[src/include/mesf_pkg.sv]
// Purpose: Constants, field layout and carrier types for the meter event status bank
// Assumes: 16-bit register addresses, 32-bit register data, 125 MHz clock
// Notes:   Summary of operation follows
// Summary of operation
// - Total active accumulator bit 30 change sets bit 0
// - Fundamental active bit 30 change sets bit 1
// - Total reactive bit 30 change sets bit 2
// - Fundamental reactive bit 30 change sets bit 3
// - Apparent accumulator bit 30 change sets bit 4
// - Line-cycle integration end sets bit 5
// - Phase active sign flips set bits 6-8
// - First pulse path sum sign flip sets 9
// - Phase reactive sign flips set bits 10-12
// - Second pulse path sum flip sets 13
// - Third pulse path sum flip sets 18
// - First frequency output pulse sets bit 14
// - Second frequency output pulse sets bit 15
// - Third frequency output pulse sets bit 16
// - Three-bit source selects per frequency output
// - Compute cycle completion sets bit 17
// - Bits 31 to 19 read zero

package mesf_pkg;

   localparam int ADDR_W           = 16;
   localparam int DATA_W           = 32;
   localparam int FLAG_W           = 19;
   localparam int MODE_W           = 2;
   localparam int PULSE_MODE_W     = 12;
   localparam int SIGN_W           = 9;
   localparam int HALF_CYC_W       = 16;
   localparam int SRC_W            = 3;

   localparam logic [ADDR_W-1:0] STATUS_ADDR     = 16'hE502;
   localparam logic [ADDR_W-1:0] MODE_ADDR       = 16'hE600;
   localparam logic [ADDR_W-1:0] PULSE_MODE_ADDR = 16'hE601;
   localparam logic [ADDR_W-1:0] SIGN_ADDR       = 16'hE602;
   localparam logic [ADDR_W-1:0] MASK_ADDR       = 16'hE603;
   localparam logic [ADDR_W-1:0] HALF_CYC_ADDR   = 16'hE604;

   // Status bit positions
   localparam int TOT_ACT_HF_BIT   = 0;
   localparam int FUND_ACT_HF_BIT  = 1;
   localparam int TOT_REA_HF_BIT   = 2;
   localparam int FUND_REA_HF_BIT  = 3;
   localparam int APP_HF_BIT       = 4;
   localparam int LINE_CYC_BIT     = 5;
   localparam int ACT_FLIP_LSB     = 6;
   localparam int SUM_ONE_FLIP_BIT = 9;
   localparam int REA_FLIP_LSB     = 10;
   localparam int SUM_TWO_FLIP_BIT = 13;
   localparam int PULSE_FLAG_LSB   = 14;
   localparam int COMPUTE_BIT      = 17;
   localparam int SUM_THR_FLIP_BIT = 18;

   // Measurement mode fields: 0 selects total power, 1 fundamental
   localparam int ACT_SEL_BIT      = 0;
   localparam int REA_SEL_BIT      = 1;

   // Pulse output mode fields
   localparam int SRC_ONE_LSB      = 0;
   localparam int SRC_TWO_LSB      = 3;
   localparam int SRC_THREE_LSB    = 6;
   localparam int DIS_ONE_BIT      = 9;
   localparam int DIS_TWO_BIT      = 10;
   localparam int DIS_THREE_BIT    = 11;

   // Power sign register fields
   localparam int ACT_SIGN_LSB     = 0;
   localparam int SUM_ONE_SIGN_BIT = 3;
   localparam int REA_SIGN_LSB     = 4;
   localparam int SUM_TWO_SIGN_BIT = 7;
   localparam int SUM_THR_SIGN_BIT = 8;

   localparam logic [FLAG_W-1:0]       STATUS_RST     = 19'h00000;
   localparam logic [FLAG_W-1:0]       MASK_RST       = 19'h00000;
   localparam logic [MODE_W-1:0]       MODE_RST       = 2'h0;
   localparam logic [PULSE_MODE_W-1:0] PULSE_MODE_RST = 12'h000;
   localparam logic [HALF_CYC_W-1:0]   HALF_CYC_RST   = 16'h0000;

   typedef struct packed {
      logic [ADDR_W-1:0] addr;
      logic [DATA_W-1:0] wdata;
      logic              wr;
      logic              rd;
   } mesf_bus_req_t;

   // Bit 30 of each accumulator, phases C B A from left
   typedef struct packed {
      logic [2:0] app;
      logic [2:0] fund_rea;
      logic [2:0] tot_rea;
      logic [2:0] fund_act;
      logic [2:0] tot_act;
   } mesf_half_t;

   // Sign of each power, 1 = negative
   typedef struct packed {
      logic [2:0] sum;
      logic [2:0] rea_fund;
      logic [2:0] rea_tot;
      logic [2:0] act_fund;
      logic [2:0] act_tot;
   } mesf_sign_in_t;

endpackage

[src/rtl/mesf_change_det.sv]
// Purpose: Registers a vector and flags every bit that changed
// Assumes: Input comes from logic on the same clock
// Notes:   No change is reported until one value has been sampled
`timescale 1ns/100ps
module mesf_change_det #(
   parameter int W = 1
)
(
   input  wire logic         clk,   // System clock
   input  wire logic         rstn,  // Synchronous reset, active low
   input  wire logic         ce,    // Clock enable
   input  wire logic [W-1:0] din,   // Watched vector
   output logic      [W-1:0] dq,    // Last sampled value
   output logic      [W-1:0] chg    // Bits that differ from last sample
);
   logic [W-1:0] dq_reg;
   logic [W-1:0] dq_next;
   logic         primed_reg;
   logic         primed_next;

   always_comb
   begin
      dq_next     = dq_reg;
      primed_next = primed_reg;
      if (ce)
      begin
         dq_next     = din;
         primed_next = 1'b1;
      end
   end

   always_ff @(posedge clk)
   begin
      if (!rstn)
      begin
         dq_reg     <= '0;
         primed_reg <= 1'b0;
      end
      else
      begin
         dq_reg     <= dq_next;
         primed_reg <= primed_next;
      end
   end

   // Gated by ce so a frozen cycle cannot set a flag
   assign chg = (ce && primed_reg) ? (din ^ dq_reg) : '0;
   assign dq  = dq_reg;

endmodule // mesf_change_det

[src/rtl/mesf_status_bank.sv]
// Purpose: Event status register with mask, interrupt and mode registers
// Assumes: Event sources run on clk; register port answers one cycle later
// Notes:   Flags are sticky and cleared by writing ones
`timescale 1ns/100ps
module mesf_status_bank
(
   input  wire logic                                   clk,             // 125 MHz clock
   input  wire logic                                   rstn,            // Sync reset, low
   input  wire logic                                   ce,              // Clock enable
   input  wire mesf_pkg::mesf_bus_req_t                bus_req,         // Register request
   output logic [mesf_pkg::DATA_W-1:0]                 rdata,           // Read data
   output logic                                        irq,             // Interrupt level
   input  wire mesf_pkg::mesf_half_t                   half_bit,        // Accumulator bit 30
   input  wire mesf_pkg::mesf_sign_in_t                power_sign_in,   // Power signs
   input  wire logic [2:0]                             pulse_out_level, // Frequency outputs
   input  wire logic                                   line_cycle_done, // Integration end
   input  wire logic                                   compute_done,    // Compute cycle end
   output logic [mesf_pkg::MODE_W-1:0]                 measurement_mode,  // Sign sources
   output logic [mesf_pkg::PULSE_MODE_W-1:0]           pulse_output_mode, // Selects, disables
   output logic [mesf_pkg::HALF_CYC_W-1:0]             half_cycle_count   // Half cycle count
);
   import mesf_pkg::*;

   logic [FLAG_W-1:0]       status_reg;
   logic [FLAG_W-1:0]       status_next;
   logic [FLAG_W-1:0]       mask_reg;
   logic [FLAG_W-1:0]       mask_next;
   logic [MODE_W-1:0]       mode_reg;
   logic [MODE_W-1:0]       mode_next;
   logic [PULSE_MODE_W-1:0] pulse_mode_reg;
   logic [PULSE_MODE_W-1:0] pulse_mode_next;
   logic [HALF_CYC_W-1:0]   half_cyc_reg;
   logic [HALF_CYC_W-1:0]   half_cyc_next;
   logic [DATA_W-1:0]       rdata_reg;
   logic [DATA_W-1:0]       rdata_next;
   logic                    irq_reg;
   logic                    irq_next;

   logic [FLAG_W-1:0]       set_vec;
   logic [FLAG_W-1:0]       wr_clr;
   logic [14:0]             hf_vec;
   logic [14:0]             hf_chg;
   logic [SIGN_W-1:0]       sel_sign;
   logic [SIGN_W-1:0]       power_sign_reg;
   logic [SIGN_W-1:0]       sign_chg;
   logic [2:0]              pulse_chg;
   logic [2:0]              pulse_fall;

   // Picks total or fundamental sign for three phases
   function automatic logic [2:0] pick_sign(input logic       fund_sel,
                                            input logic [2:0] tot,
                                            input logic [2:0] fund);
      pick_sign = fund_sel ? fund : tot;
   endfunction

   // Widens a field to the bus with zeros above it
   function automatic logic [DATA_W-1:0] zext(input logic [FLAG_W-1:0] v);
      zext = {{(DATA_W-FLAG_W){1'b0}}, v};
   endfunction

   always_comb
   begin
      hf_vec = {half_bit.app, half_bit.fund_rea, half_bit.tot_rea,
                half_bit.fund_act, half_bit.tot_act};
      sel_sign = {power_sign_in.sum[2], power_sign_in.sum[1],
                  pick_sign(mode_reg[REA_SEL_BIT], power_sign_in.rea_tot,
                            power_sign_in.rea_fund),
                  power_sign_in.sum[0],
                  pick_sign(mode_reg[ACT_SEL_BIT], power_sign_in.act_tot,
                            power_sign_in.act_fund)};
   end

   mesf_change_det #(
      .W    (15)
   ) u_half_det (
      .clk  (clk),
      .rstn (rstn),
      .ce   (ce),
      .din  (hf_vec),
      .dq   (),
      .chg  (hf_chg)
   );

   // The delayed copy doubles as the readable sign register
   mesf_change_det #(
      .W    (SIGN_W)
   ) u_sign_det (
      .clk  (clk),
      .rstn (rstn),
      .ce   (ce),
      .din  (sel_sign),
      .dq   (power_sign_reg),
      .chg  (sign_chg)
   );

   // Watches the generator level, ahead of the disable gate
   mesf_change_det #(
      .W    (3)
   ) u_pulse_det (
      .clk  (clk),
      .rstn (rstn),
      .ce   (ce),
      .din  (pulse_out_level),
      .dq   (),
      .chg  (pulse_chg)
   );

   assign pulse_fall = pulse_chg & ~pulse_out_level;

   always_comb
   begin
      set_vec                   = '0;
      set_vec[TOT_ACT_HF_BIT]   = |hf_chg[2:0];
      set_vec[FUND_ACT_HF_BIT]  = |hf_chg[5:3];
      set_vec[TOT_REA_HF_BIT]   = |hf_chg[8:6];
      set_vec[FUND_REA_HF_BIT]  = |hf_chg[11:9];
      set_vec[APP_HF_BIT]       = |hf_chg[14:12];
      set_vec[LINE_CYC_BIT]     = ce & line_cycle_done;
      set_vec[ACT_FLIP_LSB+:3]  = sign_chg[ACT_SIGN_LSB+:3];
      set_vec[SUM_ONE_FLIP_BIT] = sign_chg[SUM_ONE_SIGN_BIT];
      set_vec[REA_FLIP_LSB+:3]  = sign_chg[REA_SIGN_LSB+:3];
      set_vec[SUM_TWO_FLIP_BIT] = sign_chg[SUM_TWO_SIGN_BIT];
      set_vec[SUM_THR_FLIP_BIT] = sign_chg[SUM_THR_SIGN_BIT];
      set_vec[PULSE_FLAG_LSB]   = pulse_fall[0];
      set_vec[PULSE_FLAG_LSB+1] = pulse_fall[1];
      set_vec[PULSE_FLAG_LSB+2] = pulse_fall[2];
      set_vec[COMPUTE_BIT]      = ce & compute_done;
   end

   always_comb
   begin
      status_next     = status_reg;
      mask_next       = mask_reg;
      mode_next       = mode_reg;
      pulse_mode_next = pulse_mode_reg;
      half_cyc_next   = half_cyc_reg;
      rdata_next      = rdata_reg;
      wr_clr          = '0;
      if (ce)
      begin
         rdata_next = '0;
         if (bus_req.wr && bus_req.addr == STATUS_ADDR)
         begin
            wr_clr = bus_req.wdata[FLAG_W-1:0];
         end
         // A new event beats a clear in the same cycle
         status_next = (status_reg & ~wr_clr) | set_vec;
         if (bus_req.wr)
         begin
            case (bus_req.addr)
               MASK_ADDR:       mask_next       = bus_req.wdata[FLAG_W-1:0];
               MODE_ADDR:       mode_next       = bus_req.wdata[MODE_W-1:0];
               PULSE_MODE_ADDR: pulse_mode_next = bus_req.wdata[PULSE_MODE_W-1:0];
               HALF_CYC_ADDR:   half_cyc_next   = bus_req.wdata[HALF_CYC_W-1:0];
               default:         mask_next       = mask_reg;
            endcase
         end
         if (bus_req.rd)
         begin
            case (bus_req.addr)
               STATUS_ADDR:     rdata_next = zext(status_reg);
               MASK_ADDR:       rdata_next = zext(mask_reg);
               MODE_ADDR:       rdata_next = {{(DATA_W-MODE_W){1'b0}}, mode_reg};
               PULSE_MODE_ADDR: rdata_next = {{(DATA_W-PULSE_MODE_W){1'b0}}, pulse_mode_reg};
               SIGN_ADDR:       rdata_next = {{(DATA_W-SIGN_W){1'b0}}, power_sign_reg};
               HALF_CYC_ADDR:   rdata_next = {{(DATA_W-HALF_CYC_W){1'b0}}, half_cyc_reg};
               default:         rdata_next = '0;
            endcase
         end
      end
      // Computed from next values so irq lines up with the status bits
      irq_next = |(status_next & mask_next);
   end

   always_ff @(posedge clk)
   begin
      if (!rstn)
      begin
         status_reg     <= STATUS_RST;
         mask_reg       <= MASK_RST;
         mode_reg       <= MODE_RST;
         pulse_mode_reg <= PULSE_MODE_RST;
         half_cyc_reg   <= HALF_CYC_RST;
         rdata_reg      <= '0;
         irq_reg        <= 1'b0;
      end
      else
      begin
         status_reg     <= status_next;
         mask_reg       <= mask_next;
         mode_reg       <= mode_next;
         pulse_mode_reg <= pulse_mode_next;
         half_cyc_reg   <= half_cyc_next;
         rdata_reg      <= rdata_next;
         irq_reg        <= irq_next;
      end
   end

   assign rdata             = rdata_reg;
   assign irq               = irq_reg;
   assign measurement_mode  = mode_reg;
   assign pulse_output_mode = pulse_mode_reg;
   assign half_cycle_count  = half_cyc_reg;

   logic [FLAG_W-1:0] keep_vec;
   assign keep_vec = status_reg & ~wr_clr;
endmodule // mesf_status_bank
[config.mk]
export PLATFORM = sky130hd
export DESIGN_NAME = mesf_status_bank
export DESIGN_NICKNAME = d
export VERILOG_FILES = /design/src/include/mesf_pkg.sv /design/src/rtl/mesf_change_det.sv /design/src/rtl/mesf_status_bank.sv
export SDC_FILE = /design/constraint.sdc
export NUM_CORES = 1
export LEC_CHECK = 0
export BUFFER_PORTS_ARGS = -buffer_cell sky130_fd_sc_hd__buf_2
export CAP_MARGIN = 20
export CORE_MARGIN = 1
export CORE_UTILIZATION = 50
export DETAILED_ROUTE_END_ITERATION = 10
export GPL_ROUTABILITY_DRIVEN = 0
export PLACE_DENSITY = 0.77
export SLEW_MARGIN = 20
export SYNTH_ARGS = -nofsm -noshare
export SYNTH_HDL_FRONTEND = slang
export SYNTH_SLANG_ARGS = --single-unit
[constraint.sdc]
create_clock -name clk -period 3.9 [get_ports clk]
set_input_delay 0.39 -clock clk [delete_from_list [all_inputs] [get_ports clk]]
set_output_delay 0.39 -clock clk [all_outputs]
set_load 0.03 [all_outputs]
Word level (Yosys, flattened, before mapping)
Index checks and enable logic that the tools add are counted.

Output and inout port bits: 63. Word-level logic and storage cells: 52. Register bits: 129.

Mux-type cells: 13. Equal/unequal tests: 6. Reduce and logical (&&, ||, !) cells: 11. Bitwise operators: 11.

Operator list (number): two-way mux 19 bit (7); case mux 19 bit (6 select lines) (1); equality test 16 bit, second input constant (6); AND 19 bit (2); inverter 19 bit (1); bitwise OR 19 bit (1); OR reduction 19 bit (1); two-way mux 15 bit (1); OR reduction 3 bit (5); XOR 15 bit (1); two-way mux 3 bit (3); two-way mux 9 bit (1); AND reduction 3 bit (3); XOR 9 bit (1); AND 3 bit (1); inverter 3 bit (1); XOR 3 bit (1); AND 1 bit (2); logical AND 1 bit (2).

Logic depth before layout (Yosys ltp)
Word-level depth: 10. Gate-level depth with buffers: 9. Depth with buffers taken out: 7.

By module
Synthesis repeated with hierarchy kept, for this count alone.

Cells, all modules: 639. Area total of the unflattened synthesis: 5580.4 µm².

Modules (own cells, without submodules): mesf_status_bank (cells each 489, area an instance 4101.4 µm², instances 1, seq. area each 1761.7 µm²); mesf_change_det at u_half_det (cells each 82, area an instance 805.8 µm², instances 1, seq. area each 320.3 µm²); mesf_change_det at u_sign_det (cells each 49, area an instance 484.2 µm², instances 1, seq. area each 200.2 µm²); mesf_change_det at u_pulse_det (cells each 19, area an instance 188.9 µm², instances 1, seq. area each 80.1 µm²).

Least setup slack after synthesis
Ideal clock, no wire load.

Kind: in2reg. Start: input port bus_req[39] (netlist name). End: register irq_reg (netlist: irq). Arrival: 3.236 ns. Library setup time: 0.125 ns. Buffers on the path: 2. Setup slack: 0.539 ns. Cell stages on the path: 9. Cell sequence: or4_4 -> or3_1 -> nor3_1 -> buf_2 -> buf_2 -> mux2i_1 -> o22ai_1 -> or4_1 -> o41a_1.

Cells in the longest elaborated chain, start to end: 10. Elaborated cells between the ends (all ways): 14.

RTL lines: start, declared (RTL line mesf_status_bank.sv:10) `input wire mesf_pkg::mesf_bus_req_t bus_req,`; equality test 16 bit (RTL line mesf_status_bank.sv:142) `if (bus_req.wr && bus_req.addr == STATUS_ADDR)`; logical AND 1 bit (RTL line mesf_status_bank.sv:142); two-way mux 19 bit (RTL line mesf_status_bank.sv:142); two-way mux 19 bit (RTL line mesf_status_bank.sv:139) `if (ce)`; inverter 19 bit (RTL line mesf_status_bank.sv:147) `status_next = (status_reg & ~wr_clr) | set_vec;`; AND 19 bit (RTL line mesf_status_bank.sv:147); bitwise OR 19 bit (RTL line mesf_status_bank.sv:147); two-way mux 19 bit (RTL line mesf_status_bank.sv:139); AND 19 bit * (RTL line mesf_status_bank.sv:172) `irq_next = |(status_next & mask_next);`; OR reduction 19 bit * (RTL line mesf_status_bank.sv:172); end signal, assigned (RTL line mesf_status_bank.sv:195) `irq_reg <= irq_next;`; end, declared (RTL line mesf_status_bank.sv:36) `logic irq_reg;`.

Mark *: on every way between the ends. The rest lies on a longest branch, timed or not. The select of a mux whose other input is x is not followed. A chain may end at the register's enable or synchronous reset.

Final worst setup path
Ends and elaborated chain as after synthesis.

==> metrics.md <==
| Metric | Value |
|---|---|
| Final net count | `slightly below 800` |
| Status | `complete, no violations` |
| Critical Path Source | `bus_req[39]` |
| Die X | `106.0 um` |
| Largest net degree at the start of global routing | `63` |
| Critical path's largest stage delay | `0.56 ns` |
| Port buffer count | `124` |
| IO Pins | `151` |
| Postcts setup bufs | `0` |
| Starting Density | `51.88%` |
| Ratio of cells with drive above 1 in the final layout | `24.41%` |
| Num Clock Sinks | `116` |
| Drt wl/cell | `17.23 um` |
| # resized after CTS | `0` |
| 1st-iter DRT viols | `495` |
| Post-DRT Antenna Nets | `0` |
| Cts hold-fix bufs | `0` |
| Max Cap Viol | `0` |
| TritonCTS Buffers | `17` |
| Initial antenna violation count | `0` |
| Min-delay src | `pulse_out_level[0]` |
| Total congestion overflow | `0` |
| Critical Path Sink Type | `flip-flop` |
| Highest-count cells in the layout ignoring fill and taps | `buf_2, dfxtp_1, nand2_1` |
| CTS tree | `built` |
| RSZ-0062 raised after global routing | `false` |
| Design Power | `between 0.003 and 0.004 W` |
| H-tree depth | `4` |
| Crit path cell chain | `buf_2, or4_4, or3_1, nor3_2, buf_12, mux2_2, a22o_1, or4_1, o41a_1` |
| TNS Setup | `0 ns` |
| Share of the yosys chip area belonging to registers | `42.97%` |
| Root Buffer | `clkbuf_8` |
| Finish-stage setup viols | `0` |
| Synth cell types | `44` |
| Most used DFF post-synth | `dfxtp_1` |
| Commonest non-fill, non-tap cell in the layout | `buf_2` |
| Vias in the first global route | `4507` |
| Clk Latency, worst-skew pair | `0.52 ns` |
| Global-route wire length before repair | `23050 um` |
| Netlist Area Pre-Place | `between 5000 and 6000 um^2` |
| Crit-path slowest cell | `or4_4` |
| Max Slew Vio Count | `0` |
| GRT Total Usage | `roughly a quarter` |
| Syn Inst Count | `592` |
| Critical path arrival | `3.36 ns` |
| Post-route minimum period | `2.955 ns` |
| Setup CP Type | `input pin to flip-flop` |
| Max VDD drop | `0.4192 mV` |
| Synthesized area per cell | `about 9.1 um^2` |
| Synth async-reset ratio | `0%` |
| CP startpoint kind | `input pin` |
| Die area | `~11000 um^2` |
| Die Height | `106.0 um` |
| Fill cells | `869` |
| Worst flop-to-flop path startpoint | `measurement_mode[1]` |
| Clk slew on worst S/H paths | `0.06 ns` |
| Vias | `4806` |
| # DRC | `0` |
| FP Rows | `37` |
| DR pass1 iterations | `6` |
| Synth warn | `0` |
| Area growth, synth to finish | `23.80%` |
| Number of synthesized register bits | `116` |
| Required @ worst endpoint | `4.31 ns` |
| Placed wire-length estimate | `between 9000 and 10000 um` |
| Final hold viol count | `0` |
| Static Leak | `2.603 nW` |
| Longest Clk Path Bufs | `2` |
| DR vias/cell | `5.634` |
| Fin Clk Skew | `between 0.009 and 0.01 ns` |
| Antenna cell count | `0` |
| Hold Crit Class | `input pin to flip-flop` |
| Core Footprint | `approximately 10000 um^2` |
| PwrDens | `roughly 450 nW/um^2` |
| Crit Path Max Fanout | `19` |
| Routed WL | `14700 um` |
| Crit share post-route | `about three quarters` |
| Worst slew pin tran | `0.8631 ns` |
| Post-synth EDFFs | `0` |
| Slew margin rel. | `42.46%` |
| Fmax achieved | `338.5 MHz` |
-- worst max-delay path: cells and delay by family --
family	cells	cell delay, ns
compound gates	2	0.65
mux	1	0.36
buf+inv	2	0.33
simple gates	4	1.62
-- stage by stage --
step | hold slack, ns | setup WS (ns) | utilization [%] | std cells | cell area [um^2]
after floorplan | 0.4420 | 0.5392 | - | 604 | 5449
after global placement | 0.4506 | 0.4581 | 58.49 | 821 | 6092
after detailed placement | 0.4709 | 0.4356 | 58.49 | 821 | 6092
after CTS | 0.1364 | 0.9528 | 64.23 | 853 | 6690
after global routing | 0.1468 | 0.8838 | 64.23 | 853 | 6690
final | 0.1516 | 0.9454 | 64.23 | 853 | 6690
-- cells by family (layout without fill, tap and decap cells) --
group / Yosys count / in the layout / share of synthesized area (%)
DFF: 116 / 116 / 42.97
other: 1 / 13 / 0.06939
buffers and inverters: 62 / 175 / 5.487
AOI/OAI and AO/OA: 126 / 126 / 17.53
and+or+nand+nor: 215 / 215 / 21.12
xor gates and xnor gates: 24 / 24 / 3.890
muxes: 48 / 48 / 8.937
-- worst paths after layout --
kind / slack [ns] / cells after the start / to
max: 0.95 / 9 / irq
min: 0.15 / 3 / u_pulse_det.dq[0]
max reg2reg: 1.40 / 6 / irq
min reg2reg: 0.48 / 2 / half_cycle_count[10]
-- power by group --
part           switching [W]  leakage [nW]  internal (W)
sequential         0.0000220         0.942       0.00121
combinational       0.000119          1.38     0.0000927
clock               0.000585         0.284      0.000977
-- metal layers --
| metal | track usage, % | wire length [um] | vias to the layer above |
|---|---|---|---|
| met2 | 41.88 | 6726 | 249 |
| met1 | 33.89 | 6314 | 2252 |
| met4 | 10.81 | 290 | 0 |
| li1 | - | - | 2281 |
| met5 | 0 | 0 | - |
| met3 | 8.461 | 1365 | 24 |
-- cell usage after synthesis, types with 13 or more instances --
library cell	instances	area [um^2]
dfxtp_1	116	2322
clkbuf_1	33	123.9
buf_4	14	105.1
mux2i_1	46	460.4
nand2_1	79	296.5
xnor2_1	21	183.9
a21boi_0	29	217.7
nor2b_1	67	419.2
o22ai_1	15	93.84
nand3_1	23	115.1
a22oi_1	27	202.7
and2_1	13	81.33
-- cell type report --
type | instances | area [um^2] | area share (%)
Timing Repair Buffer | 135 | 728.2 | 10.88
Tap cell | 136 | 170.2 | 2.543
Sequential cell | 116 | 2322 | 34.71
Inverter | 8 | 30.03 | 0.4488
Multi-Input combinational cell | 426 | 2841 | 42.47
Clock buffer | 17 | 414.1 | 6.190
Clock inverter | 15 | 183.9 | 2.749
Power figures use the tool's default switching activity.
